`src/hw/mbd_pkg.sv`:
```
// Shared constants of the diagnostic and exception block.
package mbd_pkg;

	// Function codes handled here.
	localparam logic [7:0]  FUNC_DIAG       = 8'h08;
	localparam logic [7:0]  FUNC_EVENT_CNT  = 8'h0b;
	localparam logic [7:0]  FUNC_EXC_FLAG   = 8'h80;

	// Diagnostic subfunctions.
	localparam logic [15:0] SUB_CLEAR       = 16'h000a;
	localparam logic [15:0] SUB_FIRST_CNT   = 16'h000b;
	localparam logic [15:0] SUB_LAST_CNT    = 16'h0012;

	// Exception codes.
	localparam logic [7:0]  EXC_NONE        = 8'h00;
	localparam logic [7:0]  EXC_ILL_FUNC    = 8'h01;
	localparam logic [7:0]  EXC_ILL_ADDR    = 8'h02;
	localparam logic [7:0]  EXC_ILL_VALUE   = 8'h03;
	localparam logic [7:0]  EXC_DEV_FAIL    = 8'h04;
	localparam logic [7:0]  EXC_ACK         = 8'h05;
	localparam logic [7:0]  EXC_BUSY        = 8'h06;
	localparam logic [7:0]  EXC_NAK         = 8'h07;
	localparam logic [7:0]  EXC_MEM_PARITY  = 8'h08;
	localparam logic [7:0]  EXC_GW_PATH     = 8'h0a;
	localparam logic [7:0]  EXC_GW_TARGET   = 8'h0b;

	// Counter positions in the counter array.
	localparam int          CNT_BUS_MSG     = 0;
	localparam int          CNT_BUS_ERR     = 1;
	localparam int          CNT_EXC         = 2;
	localparam int          CNT_SLAVE_MSG   = 3;
	localparam int          CNT_NO_RESP     = 4;
	localparam int          CNT_NAK         = 5;
	localparam int          CNT_BUSY        = 6;
	localparam int          CNT_OVERRUN     = 7;
	localparam int          CNT_EVENT       = 8;
	localparam int          CNT_NUM         = 9;

	// Slave address limits.
	localparam logic [7:0]  ADDR_BROADCAST  = 8'h00;
	localparam logic [7:0]  ADDR_MIN        = 8'h01;
	localparam logic [7:0]  ADDR_MAX        = 8'hf7;

	// Frame sizes in bytes, check value excluded.
	localparam logic [3:0]  LEN_EXC         = 4'h3;
	localparam logic [3:0]  LEN_ECHO        = 4'h6;
	localparam int          FRAME_BYTES     = 6;

	// Check value and reset values.
	localparam logic [15:0] CRC_INIT        = 16'hffff;
	localparam logic [15:0] CRC_POLY        = 16'ha001;
	localparam logic [15:0] CNT_RESET       = 16'h0000;
	localparam logic [15:0] EVENT_STATUS    = 16'h0000;

	// A counter step; the full value rolls over to zero.
	function automatic logic [15:0] bump(input logic [15:0] v);
		return v + 16'h0001;
	endfunction

endpackage

```
`src/hw/mbd_diag_exception.sv`:
```
`timescale 1ns/100ps
module mbd_diag_exception (
	// Clock and reset.
	input  wire logic        clock,
	input  wire logic        nrst,
	// Configuration from the rest of the slave.
	input  wire logic [7:0]  slaveAddr,
	input  wire logic        commParamChange,
	// Received request summary, reqValid is a one-cycle pulse.
	input  wire logic        reqValid,
	input  wire logic [7:0]  reqAddr,
	input  wire logic [7:0]  reqFunc,
	input  wire logic [15:0] reqSubFunc,
	input  wire logic [15:0] reqData,
	input  wire logic        reqCommError,
	input  wire logic        reqOverrun,
	input  wire logic [7:0]  reqExcCode,
	// Byte stream towards the transmitter.
	input  wire logic        txReady,
	output logic             txValid,
	output logic      [7:0]  txByte,
	output logic             txLast,
	// Status towards the rest of the slave.
	output logic             passNormal,
	output logic             excIssued,
	output logic      [7:0]  lastExcCode,
	output logic             respIdle,
	output logic             reqDropped
);

	typedef enum {
		ST_IDLE,
		ST_SEND
	} mbd_state_e;

	// The whole state of the block sits in one packed record.
	// The next-state process fills a copy of it and one clocked process stores the copy.
	// The nine counters share one array so that the clear command and a change of line settings
	// can wipe them in a single assignment.
	// The frame store holds the six bytes that can come before the check value.
	// An exception frame uses only the first three of them.
	// The length field tells the sender how many stored bytes go out before the check value.
	// The send index counts the bytes that the transmitter has already taken.
	// The check value register follows the stored bytes as they are taken.
	// The byte after the last stored byte is therefore the low half of the finished check value.
	// The high half follows it one byte later, from the register itself.
	// The status pulses are cleared at the top of every cycle.
	// Each of them therefore stands for exactly one clock cycle.
	// The idle flag is kept as a flip-flop of its own.
	// Its output then never carries decoding glitches from the state compare.
	// It falls on the edge that starts a frame and rises on the edge that ends one.
	// It therefore always agrees with the state register.
	typedef struct packed {
		mbd_state_e               state;
		logic [8:0][15:0]         cnt;
		logic [5:0][7:0]          frame;
		logic [3:0]               len;
		logic [3:0]               sendIdx;
		logic [15:0]              crc;
		logic                     txValid;
		logic [7:0]               txByte;
		logic                     txLast;
		logic                     passNormal;
		logic                     excIssued;
		logic [7:0]               lastExcCode;
		logic                     reqDropped;
		logic                     respIdle;
	} mbd_regs_s;

	mbd_regs_s   r;
	mbd_regs_s   next_r;
	logic [15:0] crcAdv;

	// Check value of the frame so far with the byte now on the stream.
	mbd_crc16_byte crcStep (
		.crcIn  (r.crc),
		.dataIn (r.txByte),
		.crcOut (crcAdv)
	);

	// Only the clear command and the eight counter reads are served here.
	// Every other subfunction of the diagnostic function gets the illegal function code.
	// A user who adds subfunctions elsewhere must widen this test as well.
	// True when the request is a diagnostic subfunction that this block serves.
	function automatic logic diagKnown(input logic [15:0] sub);
		return (sub == mbd_pkg::SUB_CLEAR) ||
			((sub >= mbd_pkg::SUB_FIRST_CNT) && (sub <= mbd_pkg::SUB_LAST_CNT));
	endfunction

	// Next-state logic: request decoding, counting and frame sending.
	always_comb
	begin
		logic       isBcast;
		logic       forMe;
		logic       addrOk;
		logic [7:0] excCode;
		logic [3:0] nextIdx;
		logic [3:0] cntSel;
		isBcast = 1'b0;
		forMe   = 1'b0;
		addrOk  = 1'b0;
		excCode = mbd_pkg::EXC_NONE;
		nextIdx = 4'h0;
		cntSel  = 4'h0;
		next_r  = r;
		next_r.passNormal = 1'b0;
		next_r.excIssued  = 1'b0;
		next_r.reqDropped = 1'b0;

		// A change of line settings wipes the counters before this cycle's events.
		if (commParamChange)
			next_r.cnt = '0;

		unique case (r.state)
			ST_IDLE:
			begin
				if (reqValid)
				begin
					if (reqCommError)
					begin
						// Corrupted request: counted, never answered.
						next_r.cnt[mbd_pkg::CNT_BUS_ERR] = mbd_pkg::bump(next_r.cnt[mbd_pkg::CNT_BUS_ERR]);
						if (reqOverrun)
							next_r.cnt[mbd_pkg::CNT_OVERRUN] = mbd_pkg::bump(next_r.cnt[mbd_pkg::CNT_OVERRUN]);
						// No frame is started; the master falls back on its timeout.
					end
					else
					begin
						next_r.cnt[mbd_pkg::CNT_BUS_MSG] = mbd_pkg::bump(next_r.cnt[mbd_pkg::CNT_BUS_MSG]);
						addrOk  = (slaveAddr >= mbd_pkg::ADDR_MIN) && (slaveAddr <= mbd_pkg::ADDR_MAX);
						isBcast = (reqAddr == mbd_pkg::ADDR_BROADCAST);
						forMe   = addrOk && (reqAddr == slaveAddr);

						// Decide whether the request can be carried out.
						if (reqFunc == mbd_pkg::FUNC_DIAG)
						begin
							if (!diagKnown(reqSubFunc))
								excCode = mbd_pkg::EXC_ILL_FUNC;
							else if (reqData != 16'h0000)
								excCode = mbd_pkg::EXC_ILL_VALUE;
							else
								excCode = mbd_pkg::EXC_NONE;
						end
						else if (reqFunc == mbd_pkg::FUNC_EVENT_CNT)
							excCode = mbd_pkg::EXC_NONE;
						else
							excCode = reqExcCode;

						if (isBcast)
						begin
							// Broadcasts are counted and never answered.
							next_r.cnt[mbd_pkg::CNT_NO_RESP] = mbd_pkg::bump(next_r.cnt[mbd_pkg::CNT_NO_RESP]);
							if (excCode != mbd_pkg::EXC_NONE)
								next_r.cnt[mbd_pkg::CNT_EXC] = mbd_pkg::bump(next_r.cnt[mbd_pkg::CNT_EXC]);
						end
						else if (forMe)
						begin
							next_r.cnt[mbd_pkg::CNT_SLAVE_MSG] = mbd_pkg::bump(next_r.cnt[mbd_pkg::CNT_SLAVE_MSG]);
							next_r.frame[0] = slaveAddr;
							next_r.frame[1] = reqFunc;
							next_r.frame[2] = reqSubFunc[15:8];
							next_r.frame[3] = reqSubFunc[7:0];
							next_r.frame[4] = reqData[15:8];
							next_r.frame[5] = reqData[7:0];
							next_r.len      = mbd_pkg::LEN_ECHO;

							if (excCode != mbd_pkg::EXC_NONE)
							begin
								// Exception frame replaces the normal answer.
								next_r.cnt[mbd_pkg::CNT_EXC] = mbd_pkg::bump(next_r.cnt[mbd_pkg::CNT_EXC]);
								if (excCode == mbd_pkg::EXC_NAK)
									next_r.cnt[mbd_pkg::CNT_NAK] = mbd_pkg::bump(next_r.cnt[mbd_pkg::CNT_NAK]);
								if (excCode == mbd_pkg::EXC_BUSY)
									next_r.cnt[mbd_pkg::CNT_BUSY] = mbd_pkg::bump(next_r.cnt[mbd_pkg::CNT_BUSY]);
								next_r.frame[1]    = reqFunc | mbd_pkg::FUNC_EXC_FLAG;
								next_r.frame[2]    = excCode;
								next_r.len         = mbd_pkg::LEN_EXC;
								next_r.excIssued   = 1'b1;
								next_r.lastExcCode = excCode;
							end
							else if (reqFunc == mbd_pkg::FUNC_DIAG)
							begin
								if (reqSubFunc == mbd_pkg::SUB_CLEAR)
									next_r.cnt = '0;
								else
								begin
									// Subfunctions 11..18 map straight onto counters 0..7.
									cntSel = 4'(reqSubFunc - mbd_pkg::SUB_FIRST_CNT);
									next_r.frame[4] = r.cnt[cntSel][15:8];
									next_r.frame[5] = r.cnt[cntSel][7:0];
									next_r.cnt[mbd_pkg::CNT_EVENT] = mbd_pkg::bump(next_r.cnt[mbd_pkg::CNT_EVENT]);
								end
							end
							else if (reqFunc == mbd_pkg::FUNC_EVENT_CNT)
							begin
								// Status word, then the event counter; this read is not itself an event.
								next_r.frame[2] = mbd_pkg::EVENT_STATUS[15:8];
								next_r.frame[3] = mbd_pkg::EVENT_STATUS[7:0];
								next_r.frame[4] = r.cnt[mbd_pkg::CNT_EVENT][15:8];
								next_r.frame[5] = r.cnt[mbd_pkg::CNT_EVENT][7:0];
							end
							else
							begin
								// Normal answers to other functions come from elsewhere.
								next_r.passNormal = 1'b1;
								next_r.cnt[mbd_pkg::CNT_EVENT] = mbd_pkg::bump(next_r.cnt[mbd_pkg::CNT_EVENT]);
							end

							// Start sending when this block owns the answer.
							if ((excCode != mbd_pkg::EXC_NONE) || (reqFunc == mbd_pkg::FUNC_DIAG) ||
								(reqFunc == mbd_pkg::FUNC_EVENT_CNT))
							begin
								next_r.state   = ST_SEND;
								next_r.sendIdx = 4'h0;
								next_r.crc     = mbd_pkg::CRC_INIT;
								next_r.txValid = 1'b1;
								next_r.txByte  = slaveAddr;
								next_r.txLast  = 1'b0;
							end
						end
					end
				end
			end

			ST_SEND:
			begin
				// The transmitter may hold off any byte for as long as it likes.
				// Nothing moves until it takes the byte on the stream.
				// The byte and the last flag therefore stand unchanged while it stalls.
				// The check value is folded only while stored bytes are being taken.
				// It must not fold in the two check bytes themselves.
				// A request that comes while the frame goes out is neither counted nor answered.
				// Only the dropped pulse tells the rest of the slave that it was lost.
				// A request cannot be taken while a frame is still going out.
				if (reqValid)
					next_r.reqDropped = 1'b1;
				if (txReady)
				begin
					nextIdx        = r.sendIdx + 4'h1;
					next_r.sendIdx = nextIdx;
					if (r.sendIdx < r.len)
						next_r.crc = crcAdv;
					if (nextIdx < r.len)
						next_r.txByte = r.frame[3'(nextIdx)];
					else if (nextIdx == r.len)
						next_r.txByte = crcAdv[7:0];
					else if (nextIdx == r.len + 4'h1)
					begin
						next_r.txByte = r.crc[15:8];
						next_r.txLast = 1'b1;
					end
					else
					begin
						// Last check byte accepted; the frame is done.
						next_r.state   = ST_IDLE;
						next_r.txValid = 1'b0;
						next_r.txLast  = 1'b0;
					end
				end
			end
		endcase

		// The idle flag follows the state that is about to be stored.
		next_r.respIdle = (next_r.state == ST_IDLE);
	end

	// Reset clears every counter, as a loss of power must.
	// The check value restarts from its initial value, so a frame never starts from stale bits.
	// After reset the block is idle and may take a request in the very next cycle.
	// State register; reset stands for a loss of power.
	always_ff @(posedge clock)
	begin
		if (!nrst)
		begin
			r             <= '0;
			r.state       <= ST_IDLE;
			r.cnt         <= {mbd_pkg::CNT_NUM{mbd_pkg::CNT_RESET}};
			r.crc         <= mbd_pkg::CRC_INIT;
			r.lastExcCode <= mbd_pkg::EXC_NONE;
			r.respIdle    <= 1'b1;
		end
		else
			r <= next_r;
	end

	// Every output is a plain copy of one flip-flop in the state record.
	// The rest of the slave can sample them at any edge without a settling hazard.
	// The last exception code stands until the next exception frame starts.
	// Outputs straight from the state register.
	assign txValid     = r.txValid;
	assign txByte      = r.txByte;
	assign txLast      = r.txLast;
	assign passNormal  = r.passNormal;
	assign excIssued   = r.excIssued;
	assign lastExcCode = r.lastExcCode;
	assign respIdle    = r.respIdle;
	assign reqDropped  = r.reqDropped;

endmodule

```
`src/hw/mbd_crc16_byte.sv`:
```
`timescale 1ns/100ps
// Folds one byte into the frame check value, least significant bit first.
module mbd_crc16_byte (
	// Running check value and new byte.
	input  wire logic [15:0] crcIn,
	input  wire logic [7:0]  dataIn,
	// Updated check value.
	output logic      [15:0] crcOut
);

	// Eight shift steps of the reflected polynomial.
	always_comb
	begin
		logic [15:0] c;
		c = crcIn ^ {8'h00, dataIn};
		for (int i = 0; i < 8; i++)
		begin
			if (c[0])
				c = (c >> 1) ^ mbd_pkg::CRC_POLY;
			else
				c = c >> 1;
		end
		crcOut = c;
	end

endmodule

```
`config.mk`:
```
export PLATFORM = sky130hd
export DESIGN_NAME = mbd_diag_exception
export DESIGN_NICKNAME = d
export VERILOG_FILES = /design/src/hw/mbd_pkg.sv /design/src/hw/mbd_diag_exception.sv /design/src/hw/mbd_crc16_byte.sv
export SDC_FILE = /design/constraint.sdc
export NUM_CORES = 1
export LEC_CHECK = 0
export ABC_AREA = 1
export BUFFER_PORTS_ARGS = -buffer_cell sky130_fd_sc_hd__buf_2
export CORE_MARGIN = 2
export CORE_UTILIZATION = 56
export CTS_BUF_LIST = sky130_fd_sc_hd__clkbuf_2 sky130_fd_sc_hd__clkbuf_4 sky130_fd_sc_hd__clkbuf_8
export DETAILED_ROUTE_END_ITERATION = 6
export PLACE_DENSITY = 0.76
export SYNTH_ARGS = -nofsm -noshare
export SYNTH_HDL_FRONTEND = slang
export SYNTH_SLANG_ARGS = --single-unit
```
`constraint.sdc`:
```
create_clock -name clock -period 5.95 [get_ports clock]
set_input_delay 0.8925 -clock clock [delete_from_list [all_inputs] [get_ports clock]]
set_output_delay 0.8925 -clock clock [all_outputs]
set_load 0.1 [all_outputs]
```
; ---- Word level (Yosys, flattened, before mapping)
; Cells that the tools add are included.
[classes]
addsub = 12
order_cmp = 8
n_eq_ne = 20
mux = 94
bitwise = 15
n_reduce_logical = 21
[op_table]
columns = operator, count
row1 = 128-bit 2-to-1 mux, 8
row2 = 268-bit 2-to-1 mux, 2
row3 = 16-bit 2-to-1 mux, 31
row4 = 32-bit 2-to-1 mux, 14
row5 = 196-bit 2-to-1 mux, 1
row6 = "16-bit by 1-bit adder with 16-bit output, second input constant", 9
row7 = 144-bit 2-to-1 mux, 1
row8 = 124-bit 2-to-1 mux, 1
row9 = 108-bit 2-to-1 mux, 1
row10 = 96-bit 2-to-1 mux, 1
row11 = 8-bit 2-to-1 mux, 11
row12 = 80-bit 2-to-1 mux, 1
row13 = 16-bit binary-select mux with 4-bit select, 1
row14 = 32-bit zero test, 2
row15 = 32-bit one-hot mux with 2 select lines, 1
row16 = 30-bit 2-to-1 mux, 2
row17 = 30-bit one-hot mux with 2 select lines, 1
row18 = 56-bit 2-to-1 mux, 1
row19 = 48-bit 2-to-1 mux, 1
row20 = "32-bit by 1-bit == test with 1-bit output, second input constant", 1
row21 = 8-bit binary-select mux with 3-bit select, 1
row22 = 2-bit NOT with 3-bit output, 8
row23 = "2-bit != test, second input constant", 10
row24 = "16-bit by 4-bit == test with 1-bit output, second input constant", 1
row25 = other kinds (33), 59
[word_totals]
ff_bits = 270
in_bits = 71
wordCells = 197

; ---- Logic depth before layout (Yosys ltp)
; Gate-level depths: netlist of the first run.
[depth]
depth_word = 22
depth_mapped = 24

; ---- Cells and area by module
; From an unflattened synthesis of the first run, not the netlist that was laid out.
[unflattened]
hier_cells = 2857
hier_area_um2 = 17767.0
[by_module_without_submodules]
columns = module, n_inst, cells_each, area_each_um2, seq_area_each_um2
row1 = mbd_diag_exception, 1, 2792, 17321.6, 5385.2
row2 = mbd_crc16_byte, 1, 65, 445.4, 0.0

; ---- Worst setup path before layout of the first run
; No wires, ideal clock.
[synth_timing]
path_kind = input-to-reg
start = input port reqSubFunc[0]
end = register r[82] in the netlist's numbering
setup_ps = 110
arrival_time_ps = 3612
required_time_ps = 5840
slack_ps = 2228
stages = 18
path_buffers = 6
cell_sequence = clkbuf_1 > clkinv_1 > clkbuf_1 > clkbuf_1 > ha_1 > clkbuf_1 > inv_1 > clkbuf_1 > clkbuf_1 > a21oi_1 > o21ai_0 > nand2_1 > o211ai_1 > nand3_1 > a31oi_1 > o221ai_1 > nand2_1 > inv_1
[synth_via]
elab_chain_len = 10
elab_cells_between_ends = 17
[synth_lines]
columns = item, line
row1 = from (decl), mbd_diag_exception.sv:13  ; input wire logic [15:0] reqSubFunc,
row2 = 16-bit by 4-bit greater-or-equal comparator with 1-bit output / 16-bit by 5-bit less-or-equal comparator with 1-bit output (equally long branches), mbd_diag_exception.sv:87  ; ((sub >= mbd_pkg::SUB_FIRST_CNT) && (sub <= mbd_pkg::SUB_LAST_CNT));
row3 = 1-bit logical AND, mbd_diag_exception.sv:87
row4 = 1-bit logical OR, mbd_diag_exception.sv:86  ; return (sub == mbd_pkg::SUB_CLEAR) ||
row5 = 2-bit 2-to-1 mux, mbd_diag_exception.sv:137  ; if (!diagKnown(reqSubFunc))
row6 = 8-bit 2-to-1 mux, mbd_diag_exception.sv:135  ; if (reqFunc == mbd_pkg::FUNC_DIAG)
row7 = 8-bit 2-to-1 mux, mbd_diag_exception.sv:119  ; if (reqCommError)
row8 = 8-bit 2-to-1 mux, mbd_diag_exception.sv:117  ; if (reqValid)
row9 = 8-bit 2-to-1 mux, mbd_diag_exception.sv:114  ; unique case (r.state)
row10 = 8-bit nonzero test, mbd_diag_exception.sv:167  ; if (excCode != mbd_pkg::EXC_NONE)
row11 = 56-bit 2-to-1 mux (*), mbd_diag_exception.sv:167
row12 = to (signal assigned), mbd_diag_exception.sv:283  ; r <= next_r;
row13 = to (decl), mbd_diag_exception.sv:70  ; mbd_regs_s r;
; Every way passes the cells marked *; elsewhere a longest branch is shown, timed or not. The select of a mux whose other input is x is not followed.
; A chain may end at the register's enable or synchronous reset.

; ---- Worst setup path in the final report of the first run
[layout_timing]
start = register r[39] in the netlist's numbering
end = register, netlist name respIdle
[layout_via]
elab_chain_len = 8
elab_cells_between_ends = 10
[layout_lines]
columns = item, line
row1 = 4-bit by 1-bit adder with 4-bit output (*), mbd_diag_exception.sv:239  ; nextIdx = r.sendIdx + 4'h1;
row2 = 4-bit == test, mbd_diag_exception.sv:247  ; else if (nextIdx == r.len + 4'h1)
row3 = 32-bit 2-to-1 mux, mbd_diag_exception.sv:247
row4 = 32-bit 2-to-1 mux, mbd_diag_exception.sv:245  ; else if (nextIdx == r.len)
row5 = 32-bit 2-to-1 mux (*), mbd_diag_exception.sv:243  ; if (nextIdx < r.len)
row6 = 32-bit 2-to-1 mux (*), mbd_diag_exception.sv:237  ; if (txReady)
row7 = 32-bit one-hot mux with 2 select lines (*), mbd_diag_exception.sv:114
row8 = 32-bit zero test (*), mbd_diag_exception.sv:264  ; next_r.respIdle = (next_r.state == ST_IDLE);
; Every way passes the cells marked *; elsewhere a longest branch is shown, timed or not.

==> results.toml, run 1 <==
[timing]
relSlewSlack = 0.243
setup_tns_ns = 0
worst_slew_pin_slew_ns = 1.13
fin_crit_ns = 4.11
slew_violations = 0
fmax_mhz = 243
final_hold_viol_count = 0
setup_viol = 0
rsz0062_at_grt = "no"
fin_crit_sh = 0.691
fin_skew_ns = 0.0214

[logic_synthesis]
synth-edff-count = 0
syn_inst = 2710
ys.flop_type = "dfxtp_1"
synth_area_sq_um = 17300
yosysSeqAreaShare = 0.311
synth_top_cell_area_share = 0.311
synth-seq-cells = 269
syn-mean-instance-area_sq_um = 6.39
yosysWarnings = 0
async_reset_ff_frac = 0
synth_cell_types = 67
yosys.area.top_type = "dfxtp_1"
synth_nets = 2800
synthTopCellsByArea = "dfxtp_1 31%, nand2_1 9.7%, inv_1 7.9%, nor2_1 7.8%, a21oi_1 7.0%"

[floorplanning]
num_io_pins = 93
core-area_sq_um = 30500
die_h_um = 180
rows = 64
start_util = 0.568
die_w_um = 180
die_area_sq_um = 32400

[cts]
cts.path.max_buffers = 3
cts_buffers = 47
cts_max_level = 2
cts_hold_buf = 0
cts_resized = 0
root_buffer = "clkbuf_8"
worstSkewPairLatency_ns = 0.59
cts_tree = "done"
path_clk_slew_ns = 0.06
post_cts_buffers = 0
clock_sinks = 269

[routing]
first_iter_violations = 2211
vias = 18800
avgViaCountPerCell = 5.98
drt-total-wl_mm = 57.7
ant_nets = 0
drc = 0
wire_per_inst_um = 18.4
drt-pass1-iter-count = 6

[setup_path]
required_ns = 6.47
worstPathArrival_ns = 4.64
start_kind = "flip-flop"
cp_max_fo = 11
setup.worst_path.end_class = "flip-flop"
crit_type = "reg2reg"

[placement]
dp_hpwl_mm = 40.9
dp_cells = 3058
gp_congestion = 0.977
place.port_buffers = 92

[final_layout]
antenna_cells = 0
syn2layout_area_growth_pct = 7.22
nets = 2801
fill_cells = 2933
drive_gt1_frac = 0.100
stdcell_count = 3138
post-route-util = 0.609

[power_and_ir_drop]
power_density_nw_per_um2 = 211
irDropWorstVdd_mv = 0.146
power_leakage_nw = 7.39

[grt]
track_usage = 0.341
grt_max_degree = 88
grt_pass1_wl_mm = 90.3
grt.overflow.total = 0
first_global_vias = 17100
antenna_found_initial = 0

[job]
cap_violations = 0

[outcome]
status = "completed"

[min_path]
hold_class = "reg2reg"
## per-layer routing
metal / up-vias / GRT usage / routed length (um)
met3: 208 / 0.0648 / 6110
li1: 8939 / - / -
met4: 0 / 0.171 / 3040
met1: 8565 / 0.448 / 23300
met2: 1043 / 0.537 / 25300
met5: - / 0 / 0
## report_power, final
group / switching [mW] / internal, mW / total (mW)
clock: 0.797 / 0.953 / 1.75
sequential: 0.00512 / 1.81 / 1.82
combinational: 0.265 / 0.0948 / 0.360
total: 1.07 / 2.86 / 3.93
## cell usage in the layout (no fill, tap or decap), types with 11 or more instances in the layout
master / instances
nand2_1: 449
inv_1: 363
nor2_1: 362
dfxtp_1: 269
a21oi_1: 243
o21ai_0: 238
nand3_1: 156
buf_2: 90
nor3_1: 62
clkbuf_8: 56
o211ai_1: 47
nand4_1: 45
a31oi_1: 36
xnor2_1: 26
xor2_1: 26
o22ai_1: 21
ha_1: 19
buf_4: 19
clkbuf_4: 17
a211oi_1: 15
inv_2: 13
o21ai_1: 12
a22oi_1: 11
## cells in the mapped netlist (all sizes together) (2+ instances only)
cell and instances:
nor3b 3, a22oi 11, buf 70, o211ai 47
ha 19, xor2 26, nand2 468, o41ai 7
a22o 6, nand3b 7, nor3 68, xnor2 27
o211a 2, a221oi 6, mux2i 2, nor4 9
nand4 46, nand3 162, clkinv 5, a311oi 2
or2 10, inv 380, a211oi 15, o22ai 21
a31oi 36, a21oi 247, o21ai 252, o2111ai 4
dfxtp 269, clkbuf 87, o221ai 8, nor2 379
## path summary, 6_finish.rpt
| path | start | end | slack (ns) | depth (start not counted) |
|---|---|---|---|---|
| worst max register to register | r[39] | respIdle | 1.84 | 16 |
| worst min register to register | r[240] | r[240] | 0.45 | 2 |
| worst min-delay path | r[240] | r[240] | 0.45 | 2 |
| worst max-delay path | r[39] | respIdle | 1.84 | 16 |
## kinds of logic after synthesis
family	count (synthesis)	synth area share
buffers and inverters	542	0.130
AND/OR/NAND/NOR	1154	0.299
AO/OA/AOI/OAI	671	0.219
flip-flops	269	0.311
multiplexers	2	0.00116
adder cells (fa/ha/maj)	19	0.0137
XOR/XNOR	53	0.0268
## layout make-up
cell class / count / area [sq um] / share of cell area
multi-input combinational: 1899 / 9690 / 0.522
sequential: 269 / 5390 / 0.290
inverter: 385 / 1460 / 0.0788
clock buffer: 73 / 898 / 0.0484
timing repair buffer: 109 / 593 / 0.0319
tap: 396 / 495 / 0.0267
clock inverter: 7 / 42.5 / 0.00229
## metrics by stage
| stage | instance area, sq um | power [mW] | worst slack [ns] | hold slack, ns |
|---|---|---|---|---|
| 2_1_floorplan | 17300 | 2.07 | 2.23 | 0.419 |
| 3_3_place_gp | 17600 | 2.20 | 1.53 | 0.434 |
| 3_5_place_dp | 17600 | 2.20 | 1.35 | 0.435 |
| 4_1_cts | 18600 | 3.93 | 1.93 | 0.446 |
| 5_1_grt | 18600 | 4.05 | 1.47 | 0.464 |
| 6_report | 18600 | 3.93 | 1.84 | 0.447 |
## flip-flops by register name, indices dropped and copies added (netlist names)
signal       count
r              247
lastExcCode      8
txByte           8
excIssued        1
passNormal       1
reqDropped       1
respIdle         1
txLast           1
txValid          1
## worst max-delay path, cell delays in order, from the launching register on
cell	delay, ns
dfxtp_1	0.34
ha_1	0.20
xnor2_1	0.77
inv_1	0.17
ha_1	0.37
inv_1	0.05
o311ai_1	0.82
nand2_1	0.16
inv_1	0.09
nand3_1	0.17
o21ai_0	0.35
nand3_1	0.12
inv_1	0.09
nand3_1	0.08
nor2_1	0.13
nand2_1	0.08
nand2_1	0.05
(Power assumes the default switching activity.)
==> run 2: changes to the inputs <==
Settings changed: ABC_AREA 1 to 0.
Clock period 5.95 ns to 3.85 ns, I/O delays scaled along.
==> run 2 against run 1 <==
Sequential share of layout area rose by 2.2 points. Clock power increased by 74%. Non-clock buffer count increased by 49. Critical endpoint is now r[125].
==> results.toml, run 2 <==
[floorplanning]
die_w_um = 170
start_util = 0.570
rows = 60
die_h_um = 170
num_io_pins = 93
die_area_sq_um = 28800
core-area_sq_um = 27000

[placement]
dp_hpwl_mm = 34.9
place.port_buffers = 92
dp_cells = 2274
gp_congestion = 0.967

[routing]
drc = 0
vias = 15400
avgViaCountPerCell = 6.54
drt-pass1-iter-count = 6
first_iter_violations = 1828
ant_nets = 0
wire_per_inst_um = 20.8
drt-total-wl_mm = 49.1

[power_and_ir_drop]
irDropWorstVdd_mv = 0.257
power_density_nw_per_um2 = 358
p_total_mw = 6.19
power_leakage_nw = 6.34

[logic_synthesis]
synth_top_cell_area_share = 0.351
yosysMostFrequentCell = "dfxtp_1"
syn_inst = 1920
yosysWarnings = 0
synth_cell_types = 78
synth_nets = 2010
synth-edff-count = 0
synthTopCellsByCount = "269 x dfxtp_1, 233 x nand2_1, 206 x nor2_1"
yosys.area.top_type = "dfxtp_1"
yosysSeqAreaShare = 0.351
synth-seq-cells = 269
async_reset_ff_frac = 0
syn-mean-instance-area_sq_um = 8.00
synthTopCellsByArea = "dfxtp_1 35%, mux4_2 5.9%, a21oi_1 5.7%, nand2_1 5.7%, nor2_1 5.0%"
synth_area_sq_um = 15400
ys.flop_type = "dfxtp_1"

[setup_path]
reg2reg_from = "r[39]"
ff2ff_path_depth = 11
ff2ff_setup_slack_ns = 0.72
crit_start = "reqFunc[2]"
cp_max_fo = 16
setup.worst_path.end_class = "flip-flop"
required_ns = 4.32
critPathCapture = "r[125]"
worstPathArrival_ns = 3.65
crit_type = "in2reg"
start_kind = "input pin"
r2r_end = "txByte[5]"

[timing]
final_hold_viol_count = 0
setup_tns_ns = 0
fmax_mhz = 314
fin_crit_sh = 0.827
slew_violations = 0
whs_ns = 0.249
fin_crit_ns = 3.18
worst_slew_pin_slew_ns = 1.11
rsz0062_at_grt = "no"
setup_viol = 0
relSlewSlack = 0.260
fin_skew_ns = 0.0344

[cts]
cts.path.max_buffers = 3
cts_hold_buf = 0
cts_resized = 0
cts_max_level = 2
path_clk_slew_ns = 0.06
clock_sinks = 269
root_buffer = "clkbuf_8"
post_cts_buffers = 0
worstSkewPairLatency_ns = 0.58
cts_tree = "done"
cts_buffers = 47

[final_layout]
syn2layout_area_growth_pct = 12.5
top_register = "r"
antenna_cells = 0
nets = 2072
final_common_cell = "dfxtp_1"
stdcell_count = 2360
largest_register_ffs = 247
drive_gt1_frac = 0.157
final_cell_mix = "269 x dfxtp_1, 232 x nand2_1, 206 x nor2_1"

[grt]
grt.overflow.total = 0
grt_max_degree = 94
antenna_found_initial = 1
track_usage = 0.336
grt_pass1_wl_mm = 77.0
first_global_vias = 14300

[min_path]
hold_class = "in2reg"

[job]
cap_violations = 0

[outcome]
status = "completed"
[run 2: changes by cell type after synthesis, moves of 46 or more]
cell and change:
a21oi_1 -68, and2_1 +46, nand3_1 -76, and3_1 +47
o21ai_0 -142, nand2_1 -216, inv_1 -338, nor2b_1 +69
nor2_1 -156
[run 2: metal layers]
metal,track usage,wire length (um),vias to the layer above
li1,-,-,7092
met1,0.453,20100,7316
met2,0.508,21200,872
met3,0.0772,5370,158
met4,0.165,2380,0
met5,0,0,-
[run 2: final cells by class]
class | instances | area, sq um
well taps | 341 | 427
clock buffers | 73 | 930
fillers | 2285 | 9670
inverters | 26 | 100
flip-flops and latches | 269 | 5390
clock inverters | 13 | 183
repair buffers | 158 | 968
multi-input cells | 1480 | 9290
[run 2: worst min path at each step]
stage	startpoint	end	cells past startpoint
2_1_floorplan	r[70]	r[70]	2
3_3_place_gp	r[58]	r[58]	2
3_5_place_dp	r[256]	r[256]	1
4_1_cts	reqFunc[3]	r[57]	3
5_1_grt	reqFunc[3]	r[57]	3
6_report	reqFunc[3]	r[57]	3
[run 2: kinds of logic after synthesis]
logic type / after synthesis / synth area share
muxes: 63 / 0.0743
DFF: 269 / 0.351
buffers and inverters: 171 / 0.0464
xor gates and xnor gates: 75 / 0.0445
adders and majority gates: 19 / 0.0155
AOI/OAI and AO/OA: 447 / 0.184
and+or+nand+nor: 876 / 0.284
[run 2: per-stage QoR]
step                setup WS, ns   util  instance area, sq um
finish                     0.667  0.641                 17300
global route               0.390  0.641                 17300
CTS                        0.707  0.641                 17300
detailed placement         0.139  0.600                 16200
global placement           0.219  0.600                 16200
floorplan                  0.279      -                 15400
[run 2: critical path, cell delays in order]
cell and delay, ns:
buf_2 0.10, or4b_4 0.58, or4_1 0.62, nor4_4 0.50
and3_1 0.28, nand2b_1 0.41, a21oi_1 0.29, nor3b_1 0.08
o21a_1 0.20
[run 2: power by group]
| part | leakage [nW] | internal [mW] | total [mW] | switching, mW |
|---|---|---|---|---|
| clock network | 0.582 | 1.82 | 3.05 | 1.23 |
| logic | 3.60 | 0.104 | 0.348 | 0.244 |
| registers | 2.17 | 2.79 | 2.79 | 0.00399 |
